File: src/core/rap_pkg.sv
/*
 constants, field layout and attribute encodings shared by the region checker.
 assumes a single processor clock; register offsets are byte offsets from the region select register.
*/
// Overview of operation
// - subregion bit clear keeps subregion active; set excludes it from match
// - region bytes are two to the power size plus one; size 4 to 31
// - region base is base bits 31 down to log2 of region size
// - ext 000 with c0 gives strongly ordered or shared device; ext 010 with c0 b0 gives unshared device
// - shareable bit ignored for strongly ordered, device, reserved and custom encodings
// - ext 000 with c1 b0 is write-through normal, no write allocate
// - ext 000 with c1 b1 is write-back normal, no write allocate
// - ext 001: 00 normal, 11 write-back allocate, 01 reserved, 10 custom
// - ext 4 to 7 is normal; two-bit codes give cache policy per level
// - permission 000 none, 001 privileged only, 010 user read, 011 full
// - permission 101 privileged read only; 110 and 111 read only; 100 reserved
// - execute-never set refuses instruction fetches from the region
// - any access not allowed by region settings raises a permission fault
// - violation signals a fault and records its cause in fault status
// - base and attribute aliases let one burst program up to four regions
// - eight regions, selected by region number 0 to 7
package rap_pkg;
   localparam int NUM_REGIONS = 8;
   localparam logic [5:0] OFF_SELECT = 6'h00;
   localparam logic [5:0] OFF_BASE   = 6'h04;
   localparam logic [5:0] OFF_ATTR   = 6'h08;
   localparam logic [5:0] OFF_BASE_A1 = 6'h0C;
   localparam logic [5:0] OFF_ATTR_A1 = 6'h10;
   localparam logic [5:0] OFF_BASE_A2 = 6'h14;
   localparam logic [5:0] OFF_ATTR_A2 = 6'h18;
   localparam logic [5:0] OFF_BASE_A3 = 6'h1C;
   localparam logic [5:0] OFF_ATTR_A3 = 6'h20;
   // attribute register fields
   localparam int ATTR_EN_POS   = 0;
   localparam int ATTR_SIZE_LSB = 1;
   localparam int ATTR_SRD_LSB  = 8;
   localparam int ATTR_B_POS    = 16;
   localparam int ATTR_C_POS    = 17;
   localparam int ATTR_S_POS    = 18;
   localparam int ATTR_TEX_LSB  = 19;
   localparam int ATTR_AP_LSB   = 24;
   localparam int ATTR_XN_POS   = 28;
   localparam logic [31:0] ATTR_WMASK = 32'h173F_FF3F;
   localparam logic [31:0] ATTR_RESET = 32'h0000_0000;
   localparam logic [31:0] BASE_RESET = 32'h0000_0000;
   localparam logic [2:0]  SELECT_RESET = 3'h0;
   // base register fields and size limits
   localparam int BASE_VALID_POS = 4;
   localparam int BASE_ADDR_LSB  = 5;
   localparam logic [4:0] SIZE_MIN = 5'h04;
   localparam logic [4:0] SIZE_SUBREG_MIN = 5'h07;
   // fault status bits
   localparam int FS_IACC_POS  = 0;
   localparam int FS_DACC_POS  = 1;
   localparam int FS_ADDRV_POS = 7;
   localparam logic [7:0] FS_RESET = 8'h00;
   // cache policy codes
   localparam logic [1:0] POL_NONCACHE = 2'h0;
   localparam logic [1:0] POL_WB_ALLOC = 2'h1;
   localparam logic [1:0] POL_WT       = 2'h2;
   localparam logic [1:0] POL_WB       = 2'h3;
   typedef enum logic [2:0] {
      MT_STRONG,
      MT_DEVICE_SH,
      MT_DEVICE_NSH,
      MT_NORMAL,
      MT_RESERVED,
      MT_IMPDEF
   } rap_mem_type;
endpackage : rap_pkg

File: src/core/rap_region_match.sv
/*
 address match of one protection region against one access address.
 assumes base and attribute words are held by the caller.
*/
`timescale 1ns/1ps
module rap_region_match (
   input  wire logic [31:0] base_i,
   input  wire logic [31:0] attr_i,
   input  wire logic [31:0] addr_i,
   output logic             hit_o
);
   logic [4:0]  size_f;
   logic [5:0]  n_bits;
   logic [31:0] low_mask;
   logic [2:0]  sub_idx;
   logic [7:0]  subregion_disable;
   logic        in_range;
   logic        sub_off;

   assign size_f = attr_i[rap_pkg::ATTR_SIZE_LSB +: 5];
   assign subregion_disable    = attr_i[rap_pkg::ATTR_SRD_LSB +: 8];
   assign n_bits = {1'b0, size_f} + 6'h01;
   // shifting by 32 yields zero, so a 4 GB region masks every bit
   assign low_mask = ~(32'hFFFF_FFFF << n_bits);
   assign in_range = ((addr_i ^ base_i) & ~low_mask) == 32'h0000_0000;
   assign sub_idx  = 3'((addr_i & low_mask) >> (n_bits - 6'h03));
   // subregion exclusion; ignored below 256 bytes
   assign sub_off = (size_f >= rap_pkg::SIZE_SUBREG_MIN) && subregion_disable[sub_idx];
   // enabled regions only; illegal small sizes never match
   assign hit_o = attr_i[rap_pkg::ATTR_EN_POS] && (size_f >= rap_pkg::SIZE_MIN) && in_range && !sub_off;
endmodule : rap_region_match

File: config.mk
export PLATFORM = sky130hd
export DESIGN_NAME = rap_region_match
export DESIGN_NICKNAME = d
export VERILOG_FILES = /design/src/core/rap_pkg.sv /design/src/core/rap_region_match.sv
export SDC_FILE = /design/constraint.sdc
export NUM_CORES = 1
export LEC_CHECK = 0
export BUFFER_PORTS_ARGS = -buffer_cell sky130_fd_sc_hd__buf_4
export CAP_MARGIN = 15
export CORE_ASPECT_RATIO = 0.75
export CORE_MARGIN = 2
export CORE_UTILIZATION = 30
export DETAILED_ROUTE_END_ITERATION = 10
export GPL_TIMING_DRIVEN = 0
export PLACE_DENSITY = 0.57
export SLEW_MARGIN = 0
export SYNTH_ARGS = -nofsm -noshare
export SYNTH_HDL_FRONTEND = slang
export SYNTH_SLANG_ARGS = --single-unit
export TNS_END_PERCENT = 50
File: constraint.sdc
create_clock -name vclk -period 5.8
set_input_delay 0.29 -clock vclk [all_inputs]
set_output_delay 0.29 -clock vclk [all_outputs]
set_load 0.03 [all_outputs]
## Word level (Yosys, flattened, before mapping)

Cells that the tools add are included.

| storage, ports and cells | value |
|---|---|
| register bits | 0 |
| bits of input ports | 96 |
| output and inout port bits | 1 |
| word-level logic and storage cells | 20 |

| operators by class | value |
|---|---|
| add/sub/neg operators | 2 |
| order comparisons | 3 |
| shift operators | 2 |
| mux-type cells | 2 |
| bitwise operators | 5 |
| reduce and logical (&&, ||, !) cells | 6 |

Operator list:

| cell | count |
|---|---|
| 32-bit bitwise AND | 2 |
| 32-bit NOT | 2 |
| 32-bit zero test | 1 |
| 32-bit by 6-bit left shift with 32-bit output (first input constant) | 1 |
| 32-bit by 6-bit >> shifter with 3-bit output | 1 |
| 32-bit XOR | 1 |
| 5-bit by 3-bit >= comparator with 1-bit output (second input constant) | 2 |
| 5-bit by 1-bit adder with 6-bit output (second input constant) | 1 |
| 6-bit by 2-bit subtractor with 6-bit output (second input constant) | 1 |
| 1-bit logical AND | 4 |
| 3-bit by 4-bit less-than comparator with 1-bit output (second input constant) | 1 |
| 1-bit binary-select mux with 3-bit select | 1 |
| 1-bit zero test | 1 |
| 1-bit 2-to-1 mux | 1 |

## Depth between registers and ports, before layout

Gate-level depths: netlist of run 1.

| depth | value |
|---|---|
| depth in word-level cells | 10 |
| mapped depth | 15 |

## Worst setup path after synthesis of run 1

No wires, ideal clock.

| timing path | value |
|---|---|
| path type | input to output |
| start | input port attr_i[1] |
| end | output port hit_o |
| arrival | 3.947 ns |
| path slack | 1.563 ns |
| cell stages on the path | 15 |
| cells stage by stage | buf_4 inv_2 clkbuf_1 ha_1 clkbuf_1 and3b_1 o21ai_0 o2111a_1 a31oi_1 a21oi_1 a211oi_1 nor4_2 mux4_2 and3_1 a311oi_2 |

| on the way | value |
|---|---|
| longest elaborated chain between the ends | 10 |

RTL lines:

| what | RTL line | RTL |
|---|---|---|
| from (decl) | rap_region_match.sv:8 | `input wire logic [31:0] attr_i,` |
| 5-bit by 1-bit adder with 6-bit output | rap_region_match.sv:22 | `assign n_bits = {1'b0, size_f} + 6'h01;` |
| 32-bit by 6-bit left shift with 32-bit output | rap_region_match.sv:24 | `assign low_mask = ~(32'hFFFF_FFFF << n_bits);` |
| 32-bit NOT | rap_region_match.sv:24 |  |
| 32-bit bitwise AND | rap_region_match.sv:26 | `assign sub_idx = 3'((addr_i & low_mask) >> (n_bits - 6'h03));` |
| 32-bit by 6-bit >> shifter with 3-bit output | rap_region_match.sv:26 |  |
| 1-bit binary-select mux with 3-bit select | rap_region_match.sv:28 | `assign sub_off = (size_f >= rap_pkg::SIZE_SUBREG_MIN) && subregion_disable[sub_idx];` |
| 1-bit 2-to-1 mux (implied by the code) | rap_region_match.sv:28 |  |
| 1-bit logical AND | rap_region_match.sv:28 |  |
| 1-bit zero test | rap_region_match.sv:30 | `assign hit_o = attr_i[rap_pkg::ATTR_EN_POS] && (size_f >= rap_pkg::SIZE_MIN) && in_range && !sub_off;` |
| 1-bit logical AND (*) | rap_region_match.sv:30 |  |
| to (decl) | rap_region_match.sv:10 | `output logic hit_o` |

Mark *: on every way between the ends. The rest lies on a longest branch, timed or not. The select of a mux whose other input is x is not followed.

## Final worst setup path of run 1

Same ends and word-level chain as after synthesis.

==> reports/qor.yml, run 1 <==
slew_headroom_pct: 47.9
slew_viol_final: 0
vias: 3743
drc_errors: 0
vias_per_cell: 6.59
antenna_found_initial: 0
rsz0062_at_grt: "no"
slowest_delay_ns: 0.55
die_w_um: 112
tns_ns: 0
ctsResizeCount: 0
post_cts_buffers: 0
powerDensity_nw_per_um2: 111
multi_input_area_sq_um: 2410
place_hpwl_um: 10700
worstPathMaxFanout: 12
drtIter0Drc: 593
syn_area_per_cell_sq_um: 6.87
ys_seq_area_share_pct: 0
cpMaxStageDelayCell: "clkbuf_1"
nClkBuffers: 0
synth_area_sq_um: 2620
status: "finished clean"
cp.arrival_ns: 5.19
hp-start: "attr_i[8]"
final.fill_count: 934
critPathLaunch: "attr_i[1]"
setup_viol: 0
num_rows: 29
ant_nets: 0
crit_required_ns: 5.51
gp_congestion: 0.987
hold_violations: 0
wire_per_inst_um: 23.5
area_growth_pct: 27.8
tightest_slew_ns: 0.778
coreArea_sq_um: 8450
routed_wl_um: 13400
start_util_pct: 30.9
synthCells: 381
crit_chain: "buf_4, buf_4, inv_2, clkbuf_1, ha_1, clkbuf_1, buf_1, clkbuf_1, o21ai_0, o21ai_0, o211ai_1, or4_1, nor4_1, nand4_1, a311oi_2, buf_4"
start_kind: "input port"
fin_crit_ns: 5.48
grt_usage_pct: 26.6
yosys_warnings: 0
overflow: 0
fmax_mhz: 182
drv_cap: 0
grt_max_degree: 13
final_cell_area_sq_um: 3340
placed_area_sq_um: 3340
fin_crit_sh_pct: 94.5
drive_gt1_share_pct: 26.3
synth_nets: 482
seq_cells: 0
grt_pass1_vias: 3364
seqCellArea_sq_um: 0
synth.distinct_cells: 84
dieArea_sq_um: 9490
crit_path_end_kind: "output pin"
place.port_buffers: 79
leakage_nw: 1.28
hp-class: "input port to output pin"
fin_nets: 563
top_level_ports: 97
antenna_cells: 0
die_h_um: 84.9
path_class: "input port to output pin"
grt_pass1_wl_um: 20000
dr.pass1.iters: 5
fin_hold_ws_ns: 1.02
holdBufCountCts: 0
ir_drop_v: 0.0000341
## worst paths after layout
check / endpoint / slack, ns / cells past startpoint
min: hit_o / 1.02 / 4
max: hit_o / 0.32 / 16
## layout make-up
type,instances,share of cell area [%]
plain buffers,31,5.42
inverters,7,0.786
repair buffers,79,17.7
multi-input cells,343,72.0
well taps,108,4.04
## layer usage
layer / vias to the layer above / routed length [um] / part of all wire [%] / global-route usage (%)
li1: 1657 / - / - / -
met1: 1735 / 5790 / 43 / 41.6
met2: 328 / 5560 / 42 / 40.6
met3: 23 / 1780 / 13 / 1.71
met4: 0 / 227 / 1.7 / 4.26
met5: - / 0 / 0 / 0
## report_power, final
| group | total, mW | leakage [nW] | switching [mW] | internal [mW] |
|---|---|---|---|---|
| logic | 0.370 | 1.28 | 0.222 | 0.148 |
| clock network | 0 | 0 | 0 | 0 |
| registers | 0 | 0 | 0 | 0 |
## placed cells by master, fill, tap and decap left out, types with 4 or more instances in the layout
cell type and n:
a31oi_1 17, o21a_1 4, o21ai_0 29, clkbuf_1 14, nand4_1 5, inv_1 6, xnor2_1 29, a211oi_1 7
buf_2 4, a21boi_0 4, a21oi_1 26, nand2_1 39, and3_1 5, and2_1 4, o32a_1 4, buf_4 87
xor2_1 10, a311oi_1 6, nand3_1 11, o22ai_1 6, o211ai_1 8, nor2_1 19, ha_1 5, o221ai_1 4
a221oi_1 4, nor3_1 8, buf_6 4
## critical path: cells and delay by family
| kind | cells | cell delay, ns |
|---|---|---|
| AO/OA/AOI/OAI | 4 | 0.66 |
| AND/OR/NAND/NOR | 3 | 1.09 |
| buffers and inverters | 8 | 2.75 |
| adder cells (fa/ha/maj) | 1 | 0.38 |
## through the flow
step | worst slack, ns | std cells | util [%] | power (mW)
floorplan | 1.56 | 381 | - | 0.219
global placement | 0.342 | 568 | 39.6 | 0.357
detailed placement | 0.373 | 568 | 39.6 | 0.355
CTS | 0.365 | 568 | 39.6 | 0.357
global route | 0.00749 | 568 | 39.6 | 0.389
finish | 0.320 | 568 | 39.6 | 0.370
## kinds of logic (layout without fill, tap and decap cells)
| kind of cell | count (synthesis) | count (layout) | share of synthesized area, % |
|---|---|---|---|
| AO/OA/AOI/OAI | 171 | 171 | 47.5 |
| AND/OR/NAND/NOR | 120 | 120 | 24.5 |
| XOR/XNOR | 42 | 42 | 14.9 |
| buffers and inverters | 38 | 117 | 7.94 |
| adder cells (fa/ha/maj) | 5 | 5 | 2.39 |
| multiplexers | 5 | 5 | 2.73 |
## cell usage after synthesis, types with 3 or more instances
cell	number	share of area, %
and2_1	4	0.96
ha_1	5	2.4
and3_1	5	1.2
o32a_1	4	1.5
nand4_1	5	1.2
o21ai_0	29	5.5
nor2_1	19	2.7
nand3_1	11	2.1
a21boi_0	4	1.1
o221ai_1	4	1.3
nor3_1	8	1.5
o21a_1	4	1.1
o211ai_1	8	2.3
buf_6	4	1.7
buf_2	4	0.77
and4_1	3	1.0
a21oi_1	26	5.0
a21o_1	3	0.86
a211oi_1	7	2.0
o22ai_1	6	1.4
xnor2_1	29	9.7
clkbuf_1	14	2.0
a31oi_1	17	4.1
inv_1	6	0.86
or3_1	3	0.72
nand2b_1	3	0.72
a311oi_1	6	2.0
a211o_1	3	1.0
nand2_1	39	5.6
xor2_1	10	3.3
a221oi_1	4	1.3
buf_4	8	2.3
Power figures use the tool's default switching activity.
==> inputs of run 2 (changes only) <==
--- a/config.mk
+++ b/config.mk
@@ -5,6 +5,7 @@
 export SDC_FILE = /design/constraint.sdc
 export NUM_CORES = 1
 export LEC_CHECK = 0
+export ABC_AREA = 1
 export BUFFER_PORTS_ARGS = -buffer_cell sky130_fd_sc_hd__buf_4
 export CAP_MARGIN = 15
 export CORE_ASPECT_RATIO = 0.75
@@ -12,7 +13,7 @@
 export CORE_UTILIZATION = 30
 export DETAILED_ROUTE_END_ITERATION = 10
 export GPL_TIMING_DRIVEN = 0
-export PLACE_DENSITY = 0.57
+export PLACE_DENSITY = 0.59
 export SLEW_MARGIN = 0
 export SYNTH_ARGS = -nofsm -noshare
 export SYNTH_HDL_FRONTEND = slang
==> reports/qor.yml, run 2 <==
dr.pass1.iters: 5  # unchanged
cpMaxStageDelayCell: "xnor2_2"  # was clkbuf_1
worstPathMaxFanout: 12  # unchanged
fin_nets: 605  # was 563
synth.area.top_cells: "nand2_1, nand3_1, xnor2_1"  # was xnor2_1, nand2_1, o21ai_0
hold_violations: 0  # unchanged
fin_crit_sh_pct: 65.3  # was 94.5%
grt_usage_pct: 22.0  # was 26.6%
powerDensity_nw_per_um2: 106  # was 111 nW/um^2
syn_area_per_cell_sq_um: 5.29  # was 6.87 sq um
synthTopCellsByCount: "nand2_1, nand3_1, inv_1"  # was nand2_1, o21ai_0, xnor2_1
die_h_um: 79.0  # was 84.9 um
holdBufCountCts: 0  # unchanged
drv_cap: 0  # unchanged
synthCells: 425  # was 381
die_w_um: 104  # was 112 um
grt_pass1_wl_um: 14900  # was 20000 um
ctsResizeCount: 0  # unchanged
nClkBuffers: 0  # unchanged
placed_area_sq_um: 2950  # was 3340 sq um
place.port_buffers: 77  # was 79
overflow: 0  # unchanged
setup_viol: 0  # unchanged
cp.arrival_ns: 3.50  # was 5.19 ns
yosys_warnings: 0  # unchanged
wire_per_inst_um: 15.2  # was 23.5 um
ir_drop_v: 0.0000351  # was 0.0000341 V
drc_errors: 0  # unchanged
grt_pass1_vias: 2979  # was 3364
crit_path_end_kind: "output pin"  # unchanged
slew_viol_final: 0  # unchanged
rsz0062_at_grt: "no"  # unchanged
crit_required_ns: 5.51  # about the same
synth.distinct_cells: 35  # was 84
vias: 3165  # was 3743
synth_area_leader_cell: "nand2_1"  # was xnor2_1
slowest_delay_ns: 0.42  # was 0.55 ns
final_cell_mix: "nand2_1, nand3_1, buf_4, inv_1, nand4_1"  # was buf_4, nand2_1, o21ai_0, xnor2_1, a21oi_1
area_growth_pct: 31.3  # was 27.8%
seq_cells: 0  # unchanged
fmax_mhz: 264  # was 182 MHz
num_rows: 27  # was 29
fin_crit_ns: 3.79  # was 5.48 ns
seqCellArea_sq_um: 0  # unchanged
top_level_ports: 97  # unchanged
final_cell_area_sq_um: 2950  # was 3340 sq um
vias_per_cell: 5.25  # was 6.59
ys_seq_area_share_pct: 0  # unchanged
status: "finished clean"  # unchanged
tns_ns: 0  # unchanged
start_kind: "input port"  # unchanged
synth_top_area_share_pct: 21.7  # was 9.71%
yosysMostFrequentCell: "nand2_1"  # unchanged
slew_headroom_pct: 63.0  # was 47.9%
ant_nets: 0  # unchanged
synth_nets: 526  # was 482
p_total_mw: 0.313  # was 0.370 mW
routed_wl_um: 9190  # was 13400 um
start_util_pct: 30.8  # was 30.9%
leakage_nw: 1.52  # was 1.28 nW
grt_max_degree: 13  # unchanged
gp_congestion: 0.930  # was 0.987
crit_chain: "buf_4, inv_1, buf_2, ha_1, buf_4, inv_2, nor2_4, nor2_1, xnor2_2, inv_1, nand3_1, nand2_1, nand2_1, nand2_1, nor2_2, nand3_1, nand2_1, nand2_1, nand3_1, nand2_1, inv_1, buf_4"  # was buf_4, buf_4, inv_2, clkbuf_1, ha_1, clkbuf_1, buf_1, clkbuf_1, o21ai_0, o21ai_0, o211ai_1, or4_1, nor4_1, nand4_1, a311oi_2, buf_4
path_class: "input port to output pin"  # unchanged
final_common_cell: "nand2_1"  # was buf_4
coreArea_sq_um: 7300  # was 8450 sq um
path_common_cell: "nand2_1"
drtIter0Drc: 326  # was 593
dieArea_sq_um: 8210  # was 9490 sq um
finalCoreUtilization_pct: 40.5  # was 39.6%
antenna_found_initial: 0  # unchanged
synth_area_sq_um: 2250  # was 2620 sq um
post_cts_buffers: 0  # unchanged
drive_gt1_share_pct: 23.9  # was 26.3%
place_hpwl_um: 7480  # was 10700 um
hp-class: "input port to output pin"  # unchanged
tightest_slew_ns: 0.555  # was 0.778 ns
antenna_cells: 0  # unchanged
## run 2: changes by cell type after synthesis, moves of 13 or more
cell      previous run  this run
a31oi_1             17         0
clkbuf_1            14         1
nand4_1              5        22
inv_1                6        37
nand3_1             11        86
nand2_1             39       130
o21ai_0             29        15
## run 2: worst paths after layout
| check | depth (start not counted) | endpoint | start | slack, ns |
|---|---|---|---|---|
| min | 6 | hit_o | attr_i[0] | 1.09 |
| max | 22 | hit_o | attr_i[1] | 2.01 |
## run 2: power by group
group	switching, mW	internal (mW)	leakage [nW]
registers	0	0	0
clock network	0	0	0
logic	0.189	0.124	1.52
total	0.189	0.124	1.52
## run 2: per-layer routing
metal	GRT usage, %	share of wire (%)	vias up
met1	32.3	48	1407
li1	-	-	1588
met5	0	0	-
met4	2.03	0.76	0
met3	1.64	8.3	11
met2	36.4	43	159
## run 2: cell families after synthesis
kind of cell / after synthesis / share of synthesized area, %
fa+ha+maj: 5 / 2.78
xor+xnor: 29 / 11.6
compound gates: 47 / 11.9
buf+inv: 56 / 11.7
simple gates: 288 / 62.0
## run 2: final cells by class
type                       count  area (sq um)
tap                          101           126
multi-input combinational    369          1990
buffer                        15           110
fill                         828          4340
timing repair buffer          77           578
inverter                      41           154
## run 2: stage by stage
stage | std cells | hold slack (ns) | setup WS [ns]
2_1_floorplan | 425 | 0.831 | 2.93
3_3_place_gp | 603 | 1.08 | 2.06
3_5_place_dp | 603 | 1.09 | 2.06
4_1_cts | 603 | 1.09 | 2.06
5_1_grt | 603 | 1.14 | 1.75
6_report | 603 | 1.09 | 2.01
## run 2: worst max-delay path: cells and delay by family
family                     cells  cell delay [ns]
buffers and inverters          8             1.24
and+or+nand+nor               12             1.23
xor gates and xnor gates       1             0.42
adders and majority gates      1             0.31
